## config.mk

```make
export PLATFORM = sky130hd
export DESIGN_NAME = acs_sequencer
export DESIGN_NICKNAME = d
export VERILOG_FILES = /design/src/inc/acs_pkg.sv /design/src/core/acs_pin_watch.sv /design/src/core/acs_sequencer.sv
export SDC_FILE = /design/constraint.sdc
export NUM_CORES = 1
export LEC_CHECK = 0
export BUFFER_PORTS_ARGS = -buffer_cell sky130_fd_sc_hd__buf_2
export CAP_MARGIN = 40
export CORE_UTILIZATION = 64
export CTS_BUF_LIST = sky130_fd_sc_hd__clkbuf_4
export CTS_CLUSTER_DIAMETER = 200
export CTS_CLUSTER_SIZE = 24
export DETAILED_ROUTE_END_ITERATION = 7
export HOLD_SLACK_MARGIN = 0.12
export PLACE_DENSITY_LB_ADDON = 0.3
export SLEW_MARGIN = 40
export SYNTH_ARGS = -nofsm -noshare
export SYNTH_HDL_FRONTEND = slang
export SYNTH_SLANG_ARGS = --single-unit
```

## constraint.sdc

```tcl
create_clock -name CLK_SYS -period 8.85 [get_ports CLK_SYS]
set_input_delay 1.77 -clock CLK_SYS [delete_from_list [all_inputs] [get_ports CLK_SYS]]
set_output_delay 1.77 -clock CLK_SYS [all_outputs]
set_load 0.01 [all_outputs]
```

## src/inc/acs_pkg.sv

```systemverilog
// shared constants, types and helpers of the start-up and chop sequencer
package acs_pkg;

   // ----------------------------------------------------------------
   // clock and timing
   // ----------------------------------------------------------------
   localparam int unsigned CLK_SYS_MHZ = 200;
   localparam int unsigned POWER_ON_SETTLE_TIME_NS = 250000;
   localparam int unsigned POWER_ON_SETTLE_CYCLES =
      (POWER_ON_SETTLE_TIME_NS * CLK_SYS_MHZ) / 1000;
   localparam int unsigned RESET_WIDTH_NS = 10000;
   localparam int unsigned RESET_WIDTH_CYCLES =
      (RESET_WIDTH_NS * CLK_SYS_MHZ + 999) / 1000;
   localparam int unsigned READY_PULSE_NS = 40;
   localparam logic [3:0] READY_PULSE_CYCLES =
      4'((READY_PULSE_NS * CLK_SYS_MHZ + 999) / 1000);

   // modulator-period counts
   localparam logic [19:0] MOD_WAIT_BASE = 20'h00100;
   localparam logic [19:0] MOD_WAIT_EXTRA = 20'h0002c;
   localparam logic [1:0] FAST_SAMPLES = 2'h2;
   localparam logic [15:0] RATIO_RESET = 16'h0400;

   // ----------------------------------------------------------------
   // register map
   // ----------------------------------------------------------------
   localparam logic [7:0] ADDR_CTRL = 8'h00;
   localparam logic [7:0] ADDR_RATIO = 8'h04;
   localparam logic [7:0] ADDR_CMD = 8'h08;
   localparam logic [7:0] ADDR_STATUS = 8'h0c;
   localparam int unsigned CTRL_W = 9;
   localparam int unsigned CTRL_CHOP_BIT = 0;
   localparam int unsigned CTRL_SETTLE_LSB = 1;
   localparam int unsigned CTRL_POWER_LSB = 5;
   localparam int unsigned CTRL_DC_TEST_BIT = 7;
   localparam int unsigned CTRL_PHASE_BIT = 8;
   localparam logic [8:0] CTRL_RESET = 9'h000;
   localparam int unsigned CMD_RESET_BIT = 0;

   // ----------------------------------------------------------------
   // types
   // ----------------------------------------------------------------
   typedef enum logic [1:0] {
      HIGH_RESOLUTION_MODE = 2'h0,
      LOW_POWER_MODE = 2'h1,
      VERY_LOW_POWER_MODE = 2'h2
   } acs_power_type;

   typedef enum logic [2:0] {
      ST_POWERUP = 3'h0,
      ST_INIT = 3'h1,
      ST_CONV = 3'h3,
      ST_CHOP_CONV = 3'h7,
      ST_CHOP_SETTLE = 3'h5,
      ST_HOLD = 3'h4
   } acs_state_type;

   // ----------------------------------------------------------------
   // helpers
   // ----------------------------------------------------------------
   // settle code 0..15 gives 2..65536 modulator periods
   function automatic logic [19:0] acs_settle_ticks(input logic [3:0] code);
      acs_settle_ticks = 20'h1 << ({1'b0, code} + 5'h1);
   endfunction

   // three internal conversions per chopped result
   function automatic logic [19:0] acs_triple(input logic [15:0] ratio);
      acs_triple = {3'h0, ratio, 1'b0} + {4'h0, ratio};
   endfunction

   // unused code falls back to high resolution
   function automatic acs_power_type acs_power_decode(input logic [1:0] sel);
      unique case (sel)
         2'h1: acs_power_decode = LOW_POWER_MODE;
         2'h2: acs_power_decode = VERY_LOW_POWER_MODE;
         default: acs_power_decode = HIGH_RESOLUTION_MODE;
      endcase
   endfunction

endpackage

```

## src/core/acs_pin_watch.sv

```systemverilog
// pin synchroniser with edge pulses and long-low detection
`timescale 1ns/1ps
module acs_pin_watch #(
   parameter int unsigned LONG_CYCLES = 1
) (
   input wire logic clk,
   input wire logic rst_n,
   input wire logic pin_in,
   output logic level,
   output logic fall,
   output logic rise,
   output logic long_low
);

   logic meta_reg;
   logic sync_reg;
   logic last_reg;
   logic [15:0] low_cnt_reg;
   logic [15:0] low_cnt_next;

   // ----------------------------------------------------------------
   // two-stage synchroniser, then an edge history stage
   // ----------------------------------------------------------------
   always_ff @(posedge clk or negedge rst_n) begin
      if (!rst_n) begin
         meta_reg <= 1'b1;
         sync_reg <= 1'b1;
         last_reg <= 1'b1;
         low_cnt_reg <= 16'h0000;
      end else begin
         meta_reg <= pin_in;
         sync_reg <= meta_reg;
         last_reg <= sync_reg;
         low_cnt_reg <= low_cnt_next;
      end
   end

   // low-time counter saturates at the threshold
   assign low_cnt_next = sync_reg ? 16'h0000 :
      (low_cnt_reg == 16'(LONG_CYCLES)) ? low_cnt_reg :
      low_cnt_reg + 16'h0001;
   assign level = sync_reg;
   assign fall = last_reg & ~sync_reg;
   assign rise = ~last_reg & sync_reg;
   assign long_low = (low_cnt_reg == 16'(LONG_CYCLES));

endmodule

```

## src/core/acs_sequencer.sv

```systemverilog
// start-up, conversion and global-chop sequencer with AHB-Lite registers
`timescale 1ns/1ps
module acs_sequencer #(
   parameter int unsigned POWERUP_CYCLES = acs_pkg::POWER_ON_SETTLE_CYCLES
) (
   input wire logic CLK_SYS,
   input wire logic RST_N,
   input wire logic HSEL,
   input wire logic [31:0] HADDR,
   input wire logic [1:0] HTRANS,
   input wire logic HWRITE,
   input wire logic [2:0] HSIZE,
   input wire logic [31:0] HWDATA,
   input wire logic HREADY,
   output logic [31:0] HRDATA,
   output logic HREADYOUT,
   output logic HRESP,
   input wire logic MASTER_CLOCK_IN,
   input wire logic SYNC_RESET_N,
   input wire logic [23:0] CONV_DATA,
   output logic DATA_READY_N,
   output logic [23:0] RESULT_DATA,
   output logic FILTER_SELECT_FAST,
   output logic FILTER_RESET,
   output logic CHOP_POLARITY,
   output logic [1:0] POWER_MODE,
   output logic DC_TEST_ENABLE,
   output logic PHASE_CAL_ENABLE
);

   acs_pkg::acs_state_type state_reg;
   acs_pkg::acs_state_type state_next;
   logic long_wait_reg;
   logic long_wait_next;
   logic [31:0] pu_cnt_reg;
   logic [19:0] cnt_reg;
   logic [19:0] cnt_next;
   logic [19:0] cnt_target;
   logic [8:0] ctrl_reg;
   logic [8:0] ctrl_next;
   logic [15:0] ratio_reg;
   logic [15:0] ratio_next;
   logic wr_pend_reg;
   logic [7:0] addr_reg;
   logic [31:0] hrdata_reg;
   logic [31:0] rd_word;
   logic [1:0] fast_cnt_reg;
   logic have_prev_reg;
   logic pol_reg;
   logic [23:0] prev_reg;
   logic [23:0] result_reg;
   logic filt_rst_reg;
   logic data_ready_n_n_reg;
   logic data_ready_n_n_next;
   logic [3:0] data_ready_n_cnt_reg;
   logic sync_level;
   logic sync_fall;
   logic sync_long;
   logic mod_tick;

   // ----------------------------------------------------------------
   // pin synchronisers
   // ----------------------------------------------------------------
   acs_pin_watch #(.LONG_CYCLES(acs_pkg::RESET_WIDTH_CYCLES)) u_sync (
      .clk(CLK_SYS),
      .rst_n(RST_N),
      .pin_in(SYNC_RESET_N),
      .level(sync_level),
      .fall(sync_fall),
      .rise(),
      .long_low(sync_long)
   );

   // each rising edge of the master clock is one modulator period
   acs_pin_watch #(.LONG_CYCLES(1)) u_mclk (
      .clk(CLK_SYS),
      .rst_n(RST_N),
      .pin_in(MASTER_CLOCK_IN),
      .level(),
      .fall(),
      .rise(mod_tick),
      .long_low()
   );

   // ----------------------------------------------------------------
   // bus slave decode
   // ----------------------------------------------------------------
   wire addr_ok = HSEL && HTRANS[1] && HREADY;
   wire wr_ctrl = wr_pend_reg && (addr_reg == acs_pkg::ADDR_CTRL);
   wire wr_ratio = wr_pend_reg && (addr_reg == acs_pkg::ADDR_RATIO);
   wire wr_cmd = wr_pend_reg && (addr_reg == acs_pkg::ADDR_CMD);
   wire cmd_reset = wr_cmd && HWDATA[acs_pkg::CMD_RESET_BIT];

   // control fields
   wire chop_enable = ctrl_reg[acs_pkg::CTRL_CHOP_BIT];
   wire [3:0] chop_settle_delay = ctrl_reg[acs_pkg::CTRL_SETTLE_LSB +: 4];
   wire [1:0] power_mode_select = ctrl_reg[acs_pkg::CTRL_POWER_LSB +: 2];
   wire chop_next = wr_ctrl ? HWDATA[acs_pkg::CTRL_CHOP_BIT] : chop_enable;

   wire [31:0] status_word = {23'h0, fast_cnt_reg, have_prev_reg,
      data_ready_n_n_reg, pol_reg, long_wait_reg, state_reg};
   assign rd_word =
      (HADDR[7:0] == acs_pkg::ADDR_CTRL) ? {23'h0, ctrl_reg} :
      (HADDR[7:0] == acs_pkg::ADDR_RATIO) ? {16'h0, ratio_reg} :
      (HADDR[7:0] == acs_pkg::ADDR_STATUS) ? status_word : 32'h0;

   // zero wait state, always OKAY
   assign HREADYOUT = 1'b1;
   assign HRESP = 1'b0;
   assign HRDATA = hrdata_reg;

   always_ff @(posedge CLK_SYS or negedge RST_N) begin
      if (!RST_N) begin
         wr_pend_reg <= 1'b0;
         addr_reg <= 8'h00;
         hrdata_reg <= 32'h0;
      end else begin
         wr_pend_reg <= addr_ok && HWRITE;
         addr_reg <= HADDR[7:0];
         hrdata_reg <= (addr_ok && !HWRITE) ? rd_word : 32'h0;
      end
   end

   // ----------------------------------------------------------------
   // configuration registers, back to defaults on any reset path
   // ----------------------------------------------------------------
   wire cfg_default = cmd_reset || (state_reg == acs_pkg::ST_HOLD);
   assign ctrl_next = cfg_default ? acs_pkg::CTRL_RESET :
      wr_ctrl ? HWDATA[acs_pkg::CTRL_W-1:0] : ctrl_reg;
   assign ratio_next = cfg_default ? acs_pkg::RATIO_RESET :
      wr_ratio ? HWDATA[15:0] : ratio_reg;

   always_ff @(posedge CLK_SYS or negedge RST_N) begin
      if (!RST_N) begin
         ctrl_reg <= acs_pkg::CTRL_RESET;
         ratio_reg <= acs_pkg::RATIO_RESET;
      end else begin
         ctrl_reg <= ctrl_next;
         ratio_reg <= ratio_next;
      end
   end

   // ----------------------------------------------------------------
   // events and period counting
   // ----------------------------------------------------------------
   wire running = (state_reg == acs_pkg::ST_CONV) ||
      (state_reg == acs_pkg::ST_CHOP_SETTLE) ||
      (state_reg == acs_pkg::ST_CHOP_CONV);
   wire counting = running || (state_reg == acs_pkg::ST_INIT);
   wire ratio_change = wr_ratio && (HWDATA[15:0] != ratio_reg);
   wire chop_toggle = wr_ctrl && (chop_next != chop_enable);
   wire restart_hit = running &&
      (sync_fall || chop_toggle || (ratio_change && chop_enable));
   wire live = state_reg != acs_pkg::ST_POWERUP;
   wire cmd_hit = cmd_reset && live;
   wire hold_hit = sync_long && live;
   wire quiet = !(restart_hit || cmd_hit || hold_hit);

   // period length of the current phase in modulator periods
   assign cnt_target = (state_reg == acs_pkg::ST_INIT) ?
      (long_wait_reg ? acs_pkg::MOD_WAIT_BASE + acs_pkg::MOD_WAIT_EXTRA :
      acs_pkg::MOD_WAIT_EXTRA) :
      (state_reg == acs_pkg::ST_CONV) ? {4'h0, ratio_reg} :
      (state_reg == acs_pkg::ST_CHOP_SETTLE) ?
      acs_pkg::acs_settle_ticks(chop_settle_delay) :
      acs_pkg::acs_triple(ratio_reg);
   // a period shortened mid-run ends on the next tick instead of wrapping
   wire done = counting && mod_tick && (cnt_reg >= cnt_target - 20'h1);
   wire conv_end = done && (state_reg == acs_pkg::ST_CONV) && quiet;
   wire chop_end = done && (state_reg == acs_pkg::ST_CHOP_CONV) && quiet;
   wire publish = conv_end || (chop_end && have_prev_reg);

   // no modulator clock, no counting
   assign cnt_next = (state_next != state_reg || done || !quiet) ?
      20'h0 : (counting && mod_tick) ? cnt_reg + 20'h1 : cnt_reg;

   // ----------------------------------------------------------------
   // sequence state
   // ----------------------------------------------------------------
   always_comb begin
      state_next = state_reg;
      long_wait_next = long_wait_reg;
      unique case (state_reg)
         acs_pkg::ST_POWERUP: begin
            if (pu_cnt_reg == 32'(POWERUP_CYCLES - 1)) begin
               state_next = acs_pkg::ST_INIT;
            end
         end
         acs_pkg::ST_INIT: begin
            if (done) begin
               state_next = chop_enable ? acs_pkg::ST_CHOP_SETTLE :
                  acs_pkg::ST_CONV;
            end
         end
         acs_pkg::ST_CONV: begin
            state_next = acs_pkg::ST_CONV;
         end
         acs_pkg::ST_CHOP_SETTLE: begin
            if (done) begin
               state_next = acs_pkg::ST_CHOP_CONV;
            end
         end
         acs_pkg::ST_CHOP_CONV: begin
            if (done) begin
               state_next = acs_pkg::ST_CHOP_SETTLE;
            end
         end
         acs_pkg::ST_HOLD: begin
            if (sync_level) begin
               state_next = acs_pkg::ST_INIT;
            end
         end
         default: begin
            state_next = acs_pkg::ST_POWERUP;
         end
      endcase
      if (restart_hit) begin
         state_next = chop_next ? acs_pkg::ST_INIT : acs_pkg::ST_CONV;
         long_wait_next = 1'b0;
      end
      if (cmd_hit) begin
         state_next = acs_pkg::ST_INIT;
         long_wait_next = 1'b1;
      end
      if (hold_hit) begin
         state_next = acs_pkg::ST_HOLD;
         long_wait_next = 1'b1;
      end
   end

   always_ff @(posedge CLK_SYS or negedge RST_N) begin
      if (!RST_N) begin
         state_reg <= acs_pkg::ST_POWERUP;
         long_wait_reg <= 1'b1;
         pu_cnt_reg <= 32'h0;
         cnt_reg <= 20'h0;
      end else begin
         state_reg <= state_next;
         long_wait_reg <= long_wait_next;
         pu_cnt_reg <= pu_cnt_reg + 32'h1;
         cnt_reg <= cnt_next;
      end
   end

   // ----------------------------------------------------------------
   // filter choice, polarity and pair averaging
   // ----------------------------------------------------------------
   wire clear_pair = (state_next == acs_pkg::ST_INIT) ||
      (state_next == acs_pkg::ST_HOLD) || (state_next == acs_pkg::ST_CONV);
   wire clear_fast = (state_next == acs_pkg::ST_INIT) && long_wait_next;
   wire [23:0] cur_corr = pol_reg ? 24'h0 - CONV_DATA : CONV_DATA;
   wire [24:0] pair_sum = {prev_reg[23], prev_reg} +
      {cur_corr[23], cur_corr};
   wire [23:0] pair_avg = pair_sum[24:1];
   wire fast_open = fast_cnt_reg != acs_pkg::FAST_SAMPLES;

   always_ff @(posedge CLK_SYS or negedge RST_N) begin
      if (!RST_N) begin
         fast_cnt_reg <= 2'h0;
         have_prev_reg <= 1'b0;
         pol_reg <= 1'b0;
         prev_reg <= 24'h0;
         result_reg <= 24'h0;
         filt_rst_reg <= 1'b0;
      end else begin
         fast_cnt_reg <= clear_fast ? 2'h0 :
            (conv_end && fast_open) ? fast_cnt_reg + 2'h1 :
            fast_cnt_reg;
         have_prev_reg <= clear_pair ? 1'b0 : chop_end | have_prev_reg;
         pol_reg <= clear_pair ? 1'b0 : pol_reg ^ chop_end;
         prev_reg <= chop_end ? cur_corr : prev_reg;
         result_reg <= conv_end ? CONV_DATA :
            publish ? pair_avg : result_reg;
         filt_rst_reg <= chop_end || restart_hit;
      end
   end

   // ----------------------------------------------------------------
   // ready line: low in power-up and hold, pulsed per sample
   // ----------------------------------------------------------------
   wire ready_low = (state_next == acs_pkg::ST_POWERUP) ||
      (state_next == acs_pkg::ST_HOLD);
   assign data_ready_n_n_next = ready_low ? 1'b0 : publish ? 1'b0 :
      (data_ready_n_cnt_reg > 4'h1) ? 1'b0 : 1'b1;

   always_ff @(posedge CLK_SYS or negedge RST_N) begin
      if (!RST_N) begin
         data_ready_n_n_reg <= 1'b0;
         data_ready_n_cnt_reg <= 4'h0;
      end else begin
         data_ready_n_n_reg <= data_ready_n_n_next;
         data_ready_n_cnt_reg <= publish ? acs_pkg::READY_PULSE_CYCLES :
            (data_ready_n_cnt_reg != 4'h0) ? data_ready_n_cnt_reg - 4'h1 : 4'h0;
      end
   end

   // ----------------------------------------------------------------
   // outputs
   // ----------------------------------------------------------------
   assign DATA_READY_N = data_ready_n_n_reg;
   assign RESULT_DATA = result_reg;
   assign FILTER_SELECT_FAST = fast_open;
   assign FILTER_RESET = filt_rst_reg;
   assign CHOP_POLARITY = pol_reg;
   assign POWER_MODE = acs_pkg::acs_power_decode(power_mode_select);
   assign DC_TEST_ENABLE = ctrl_reg[acs_pkg::CTRL_DC_TEST_BIT] &&
      !chop_enable;
   assign PHASE_CAL_ENABLE = ctrl_reg[acs_pkg::CTRL_PHASE_BIT] &&
      !chop_enable;
endmodule

```

# Yosys cells after proc, flatten, opt, wreduce, memory -nomap -nowiden
# Index checks and enable logic that the tools add are counted.
[classes]
n_eq_ne = 21
n_reduce_logical = 54
magnitude_cmp = 2
add_sub_neg = 10
mux = 44
n_shift = 1
bitwise_logic = 6
[ops]
columns = ["op", "count"]
rows = [
  ["16-bit 2-to-1 mux", 7],
  ["20-bit 2-to-1 mux", 5],
  ["24-bit 2-to-1 mux", 3],
  ["9-bit 2-to-1 mux", 4],
  ["32-bit by 1-bit adder with 32-bit output, second input constant", 1],
  ["32-bit by 16-bit == test with 1-bit output, second input constant", 1],
  ["3-bit 2-to-1 mux", 9],
  ["24-bit by 24-bit adder with 25-bit output", 1],
  ["1-bit logical AND", 25],
  ["1-bit by 24-bit subtractor with 24-bit output, first input constant", 1],
  ["20-bit by 1-bit adder with 20-bit output, second input constant", 1],
  ["20-bit greater-or-equal comparator", 1],
  ["1-bit by 5-bit << shifter with 20-bit output, first input constant", 1],
  ["20-bit by 1-bit subtractor with 20-bit output, second input constant", 1],
  ["17-bit by 16-bit adder with 18-bit output", 1],
  ["3-bit case mux with 6 select lines", 1],
  ["16-bit by 1-bit adder with 16-bit output, second input constant", 1],
  ["16-bit by 11-bit == test with 1-bit output, second input constant", 1],
  ["8-bit by 3-bit == test with 1-bit output, second input constant", 2],
  ["8-bit by 4-bit == test with 1-bit output, second input constant", 2],
  ["8-bit zero test", 2],
  ["16-bit inequality test", 1],
  ["1-bit logical OR", 15],
  ["3-bit == test, second input constant", 4],
  ["25 further kinds", 47],
]
[totals]
out_inout_bits = 66
ff_bits = 186
elab_cells = 162
input_bits = 100

# Logic depth before layout (Yosys ltp)
[logic_depth]
depth_word = 17
mapped_depth = 24
ltp_nobuf = 21

# Modules after synthesis
# A second synthesis with hierarchy kept.
[hier_totals]
hier_cells = 1413
area_unflattened_um2 = 13073.8
[by_module_without_submodules]
columns = ["mod", "cells_each", "n_inst", "area_per_inst_um2", "seq_area_each_um2"]
rows = [
  ["acs_sequencer", 1227, 1, 11126.9, 4106.4],
  ["acs_pin_watch (u_sync)", 94, 1, 1013.5, 479.2],
  ["acs_pin_watch (u_mclk)", 92, 1, 933.4, 479.2],
]

# Worst setup path after synthesis
# OpenSTA, ideal clock, no wires.
[synth_timing]
path_type = "input-to-reg"
start = "input CONV_DATA[9]"
end = "register result_reg[22], in the netlist RESULT_DATA[22]"
path_stages = 16
setup_time_ps = 124
setup_slack_ps = 3222
path_buffers = 0
required_ps = 8726
t_arrival_ps = 5504
path_cell_list = "or4_1 nor4_2 nand3_1 or2_1 o41ai_1 xnor2_1 ha_1 and4_1 and2_1 a221o_1 a22o_1 a311o_1 a21o_1 a21oi_1 mux2i_1 a21oi_1"
[synth_between]
elab_chain_cells = 5
[synth_rtl]
columns = ["item", "line_no", "rtl"]
rows = [
  ["from (decl)", "acs_sequencer.sv:20", "input wire logic [23:0] CONV_DATA,"],
  ["1-bit by 24-bit subtractor with 24-bit output", "acs_sequencer.sv:251", "wire [23:0] cur_corr = pol_reg ? 24'h0 - CONV_DATA : CONV_DATA;"],
  ["24-bit 2-to-1 mux", "acs_sequencer.sv:251", ""],
  ["net cur_corr[17]", "acs_sequencer.sv:251", ""],
  ["24-bit by 24-bit adder with 25-bit output", "acs_sequencer.sv:252", "wire [24:0] pair_sum = {prev_reg[23], prev_reg} +"],
  ["24-bit 2-to-1 mux", "acs_sequencer.sv:273", "publish ? pair_avg : result_reg;"],
  ["24-bit 2-to-1 mux", "acs_sequencer.sv:272", "result_reg <= conv_end ? CONV_DATA :"],
  ["to (signal assigned)", "acs_sequencer.sv:272", ""],
  ["to (decl)", "acs_sequencer.sv:51", "logic [23:0] result_reg;"],
]
# The timed path passes the listed nets, and every way through them passes these cells. The select of a mux whose other input is x is not followed.
# A chain may end at the register's enable or synchronous reset.

# Worst setup path after layout
[layout_timing]
start = "register ratio_reg[0]"
end = "register prev_reg[1]"
[layout_between]
elab_chain_cells = 9
word_cells_on_any_way = 17
classes_between = "add/sub: 2; order compare: 1; eq/ne: 1; mux: 3; reduce/logical: 10"
[layout_rtl]
columns = ["item", "line_no", "rtl"]
rows = [
  ["from (decl)", "acs_sequencer.sv:41", "logic [15:0] ratio_reg;"],
  ["from (signal assigned)", "acs_sequencer.sv:136", "ratio_reg <= acs_pkg::RATIO_RESET;"],
  ["from (signal assigned)", "acs_sequencer.sv:139", "ratio_reg <= ratio_next;"],
  ["17-bit by 16-bit adder with 18-bit output / 16-bit inequality test (equally long branches)", "acs_pkg.sv:68, acs_sequencer.sv:150", ""],
  ["20-bit 2-to-1 mux / 1-bit logical AND (equally long branches)", "acs_sequencer.sv:164, acs_sequencer.sv:150", ""],
  ["20-bit 2-to-1 mux / 1-bit logical AND (equally long branches)", "acs_sequencer.sv:163, acs_sequencer.sv:153", ""],
  ["20-bit 2-to-1 mux / 1-bit logical OR (equally long branches)", "acs_sequencer.sv:160, acs_sequencer.sv:153", ""],
  ["20-bit by 1-bit subtractor with 20-bit output / 1-bit logical AND (equally long branches)", "acs_sequencer.sv:168, acs_sequencer.sv:152", ""],
  ["20-bit greater-or-equal comparator / 1-bit logical OR (equally long branches)", "acs_sequencer.sv:168, acs_sequencer.sv:157", ""],
  ["1-bit logical AND / 1-bit logical OR (equally long branches)", "acs_sequencer.sv:168, acs_sequencer.sv:157", ""],
  ["1-bit logical AND / 1-bit zero test (equally long branches)", "acs_sequencer.sv:170, acs_sequencer.sv:157", ""],
  ["1-bit logical AND (*)", "acs_sequencer.sv:170", "wire chop_end = done && (state_reg == acs_pkg::ST_CHOP_CONV) && quiet;"],
  ["to (signal assigned)", "acs_sequencer.sv:271", "prev_reg <= chop_end ? cur_corr : prev_reg;"],
  ["to (decl)", "acs_sequencer.sv:50", "logic [23:0] prev_reg;"],
]
# Mark *: on every way between the ends. The rest lies on a longest branch, timed or not.

==> impl_metrics.py <==
metrics = {
    "status": {
        "outcome": "finished with violations",
        "violations": "DRC",
    },
    "clock_network": {
        "cts_buffers": 17,
        "cts.htree.levels": 4,
        "cts_resized": 0,
        "ctsHoldBuffers": 0,
        "clock_latency_ps": 630,
        "cts_setup_buffers": 0,
        "cts_root_buf": "clkbuf_4",
        "path_clk_slew_ps": 190,
        "cts_sinks": 186,
        "clock_path_buffers": 2,
        "tritoncts": "yes",
    },
    "sta": {
        "finalHoldViolations": 0,
        "tightest_slew_ps": 809.0,
        "fin_ws_ps": 2215,
        "fin_crit_ps": 6635,
        "tns_ps": 0,
        "slew_headroom": 0.4607,
        "slew_violations": 0,
        "setup_viol": 0,
        "clock.fmax_mhz": 150.7,
        "rsz0062_at_grt": "false",
        "finalCritPeriodShare": 0.7497,
        "fin_skew_ps": 40.53,
    },
    "worst_setup_path": {
        "cp.required_ps": 9360,
        "crit_start": "ratio_reg[0]",
        "end_kind": "flip-flop",
        "arrival_ps": 7140,
        "path_class": "flip-flop to flip-flop",
        "timing.rr.start": "ratio_reg[0]",
        "path_max_fanout": 19,
        "reg2regPathDepth": 19,
        "regToRegSetupSlack_ps": 2220,
        "setup.worst_path.start_class": "flip-flop",
    },
    "placement": {
        "gp_congestion": 0.9397,
        "dp_cells": 1592,
        "dp_hpwl_um": 20450,
        "io_buffers": 103,
        "place_ws_ps": 2323,
    },
    "detailed_routing": {
        "via_per_inst": 6.046,
        "drc_errors": 10,
        "vias": 9825,
        "dr.pass1.iters": 7,
        "ant_nets": 0,
        "wirelength_um": 27580,
        "wire_per_inst_um": 16.97,
        "drt_iter0_drc": 778,
    },
    "die": {
        "core.rowCount": 49,
        "die_h_um": 138.3,
        "initial_core_util": 0.6571,
        "design.die.area_um2": 19120,
        "die_w_um": 138.3,
        "io_pins": 166,
        "core_um2": 18090,
    },
    "synthesis": {
        "syn_inst": 1298,
        "synth_compound_area_frac": 0.1413,
        "synth_flop_cell": "dfrtp_1",
        "yosys_warnings": 0,
        "avgSynthCellArea_um2": 9.156,
        "yosys.area_share.simple": 0.1985,
        "yosysTopAreaCellShare": 0.3748,
        "synth_xor_area_frac": 0.1054,
        "synthMuxAreaShare": 0.05296,
        "yosys.cell_types.count": 86,
        "synthAdderAreaFrac": 0.07286,
        "synth_edf_count": 0,
        "synth-async-reset-ratio": 1.000,
        "ys_seq_area_frac": 0.3925,
        "synth_area_um2": 11880,
        "synth.area.top_cells": "dfrtp_1 37%, ha_1 6.9%, xnor2_1 5.5%, nor2_1 5.1%, xor2_1 5.1%",
        "synth_seq_cells": 186,
        "yosysTopAreaCell": "dfrtp_1",
        "synth_top_family_by_area": "simple AND/OR/NAND/NOR gates",
    },
    "hold_path": {
        "hold_path_class": "flip-flop to flip-flop",
        "hold_start": "u_sync.meta_reg",
        "min_path_cells": 0,
    },
    "global_routing": {
        "grt_max_degree": 114,
        "antenna_found_initial": 2,
        "grt_overflow": 0,
        "grt_pass1_vias": 9616,
        "grt_pass1_wl_um": 46580,
        "groute.usage.overall": 0.3020,
    },
    "cells_and_area": {
        "final_cell_mix": "178 x dfrtp_1, 161 x nor2_1, 120 x nand2_1, 102 x buf_2, 81 x a21oi_1",
        "area_delta_synth_final_pct": 7.875,
        "nets": 1550,
        "nFillCells": 1399,
        "instances_no_fill": 1625,
        "final_common_cell": "dfrtp_1",
        "layout-drive-gt1-share": 0.1269,
        "largest_register_ffs": 32,
    },
    "pwr": {
        "ir_drop_mv": 0.1318,
        "totalPowerFinal_uw": 1724,
        "leakagePower_uw": 0.006247,
        "powerDensity_nw_per_um2": 134.5,
    },
    "run": {
        "max-cap-violations": 0,
    },
}
report_power, final:
| group | internal, µW | total, µW | switching (µW) |
|---|---|---|---|
| registers | 868 | 890 | 22.5 |
| logic | 126 | 334 | 208 |
| clock network | 157 | 499 | 342 |
worst max-delay path, stage by stage, from the launching register on:
cell and delay, ps:
dfrtp_1 510, ha_1 260, fa_1 450, a211oi_4 410, o211ai_2 130, a221o_1 350
xor2_1 150, a221o_1 360, a211o_1 320, nor3_2 250, o211a_1 220, nand2_1 70
ha_1 320, nand4_1 150, or4_1 540, o221ai_1 440, and4_1 360, and2_1 480
buf_4 380, mux2_1 360
routing by layer:
metal  vias to the layer above  part of all wire  track usage
li1                       4727                 -            -
met1                      4781              0.44       0.3978
met2                       282              0.49       0.5078
met3                        35             0.056      0.06235
met4                         0             0.014      0.08338
met5                         -                 0            0
final timing paths:
kind	to
min reg2reg	u_sync.level
max	prev_reg[1]
max reg2reg	prev_reg[1]
min in group asynchronous	ratio_reg[13]
max in group asynchronous	HRDATA[12]
min	u_sync.level
area by class of cell:
class | count | area, µm² | area share
Multi-Input combinational cell | 1039 | 6854 | 0.5346
Sequential cell | 186 | 4664 | 0.3638
Timing Repair Buffer | 112 | 606.8 | 0.04734
Tap cell | 229 | 286.5 | 0.02235
Clock inverter | 15 | 180.2 | 0.01405
Clock buffer | 17 | 127.6 | 0.009955
Inverter | 26 | 97.59 | 0.007613
Antenna cell | 1 | 2.502 | 0.0001952
per-stage QoR:
stage / utilization / area [µm²] / hold slack (ps)
6_report: 0.7088 / 12820 / 372.6
5_1_grt: 0.7088 / 12820 / 377.9
4_1_cts: 0.7087 / 12820 / 375.5
3_5_place_dp: 0.6917 / 12510 / 351.8
3_3_place_gp: 0.6908 / 12490 / 350.5
2_1_floorplan: - / 11940 / 345.2
cells in the mapped netlist (all sizes together), types with 17 or more instances:
library cell and number:
nor2 162, xnor2 74, clkbuf 28, and3 20, inv 26, nand4 19
mux2i 37, xor2 69, and2 17, nand2 120, buf 35, a21oi 81
dfrtp 178, nand3 37, ha 66, mux2 23, o21ai 71, nor3 22
nand2b 17
kinds of logic after synthesis:
| family | after synthesis |
|---|---|
| simple gates | 487 |
| compound gates | 263 |
| flops | 186 |
| xor+xnor | 143 |
| buf+inv | 89 |
| fa+ha+maj | 68 |
| mux | 60 |
| other cells | 2 |
(Power assumes the default switching activity.)
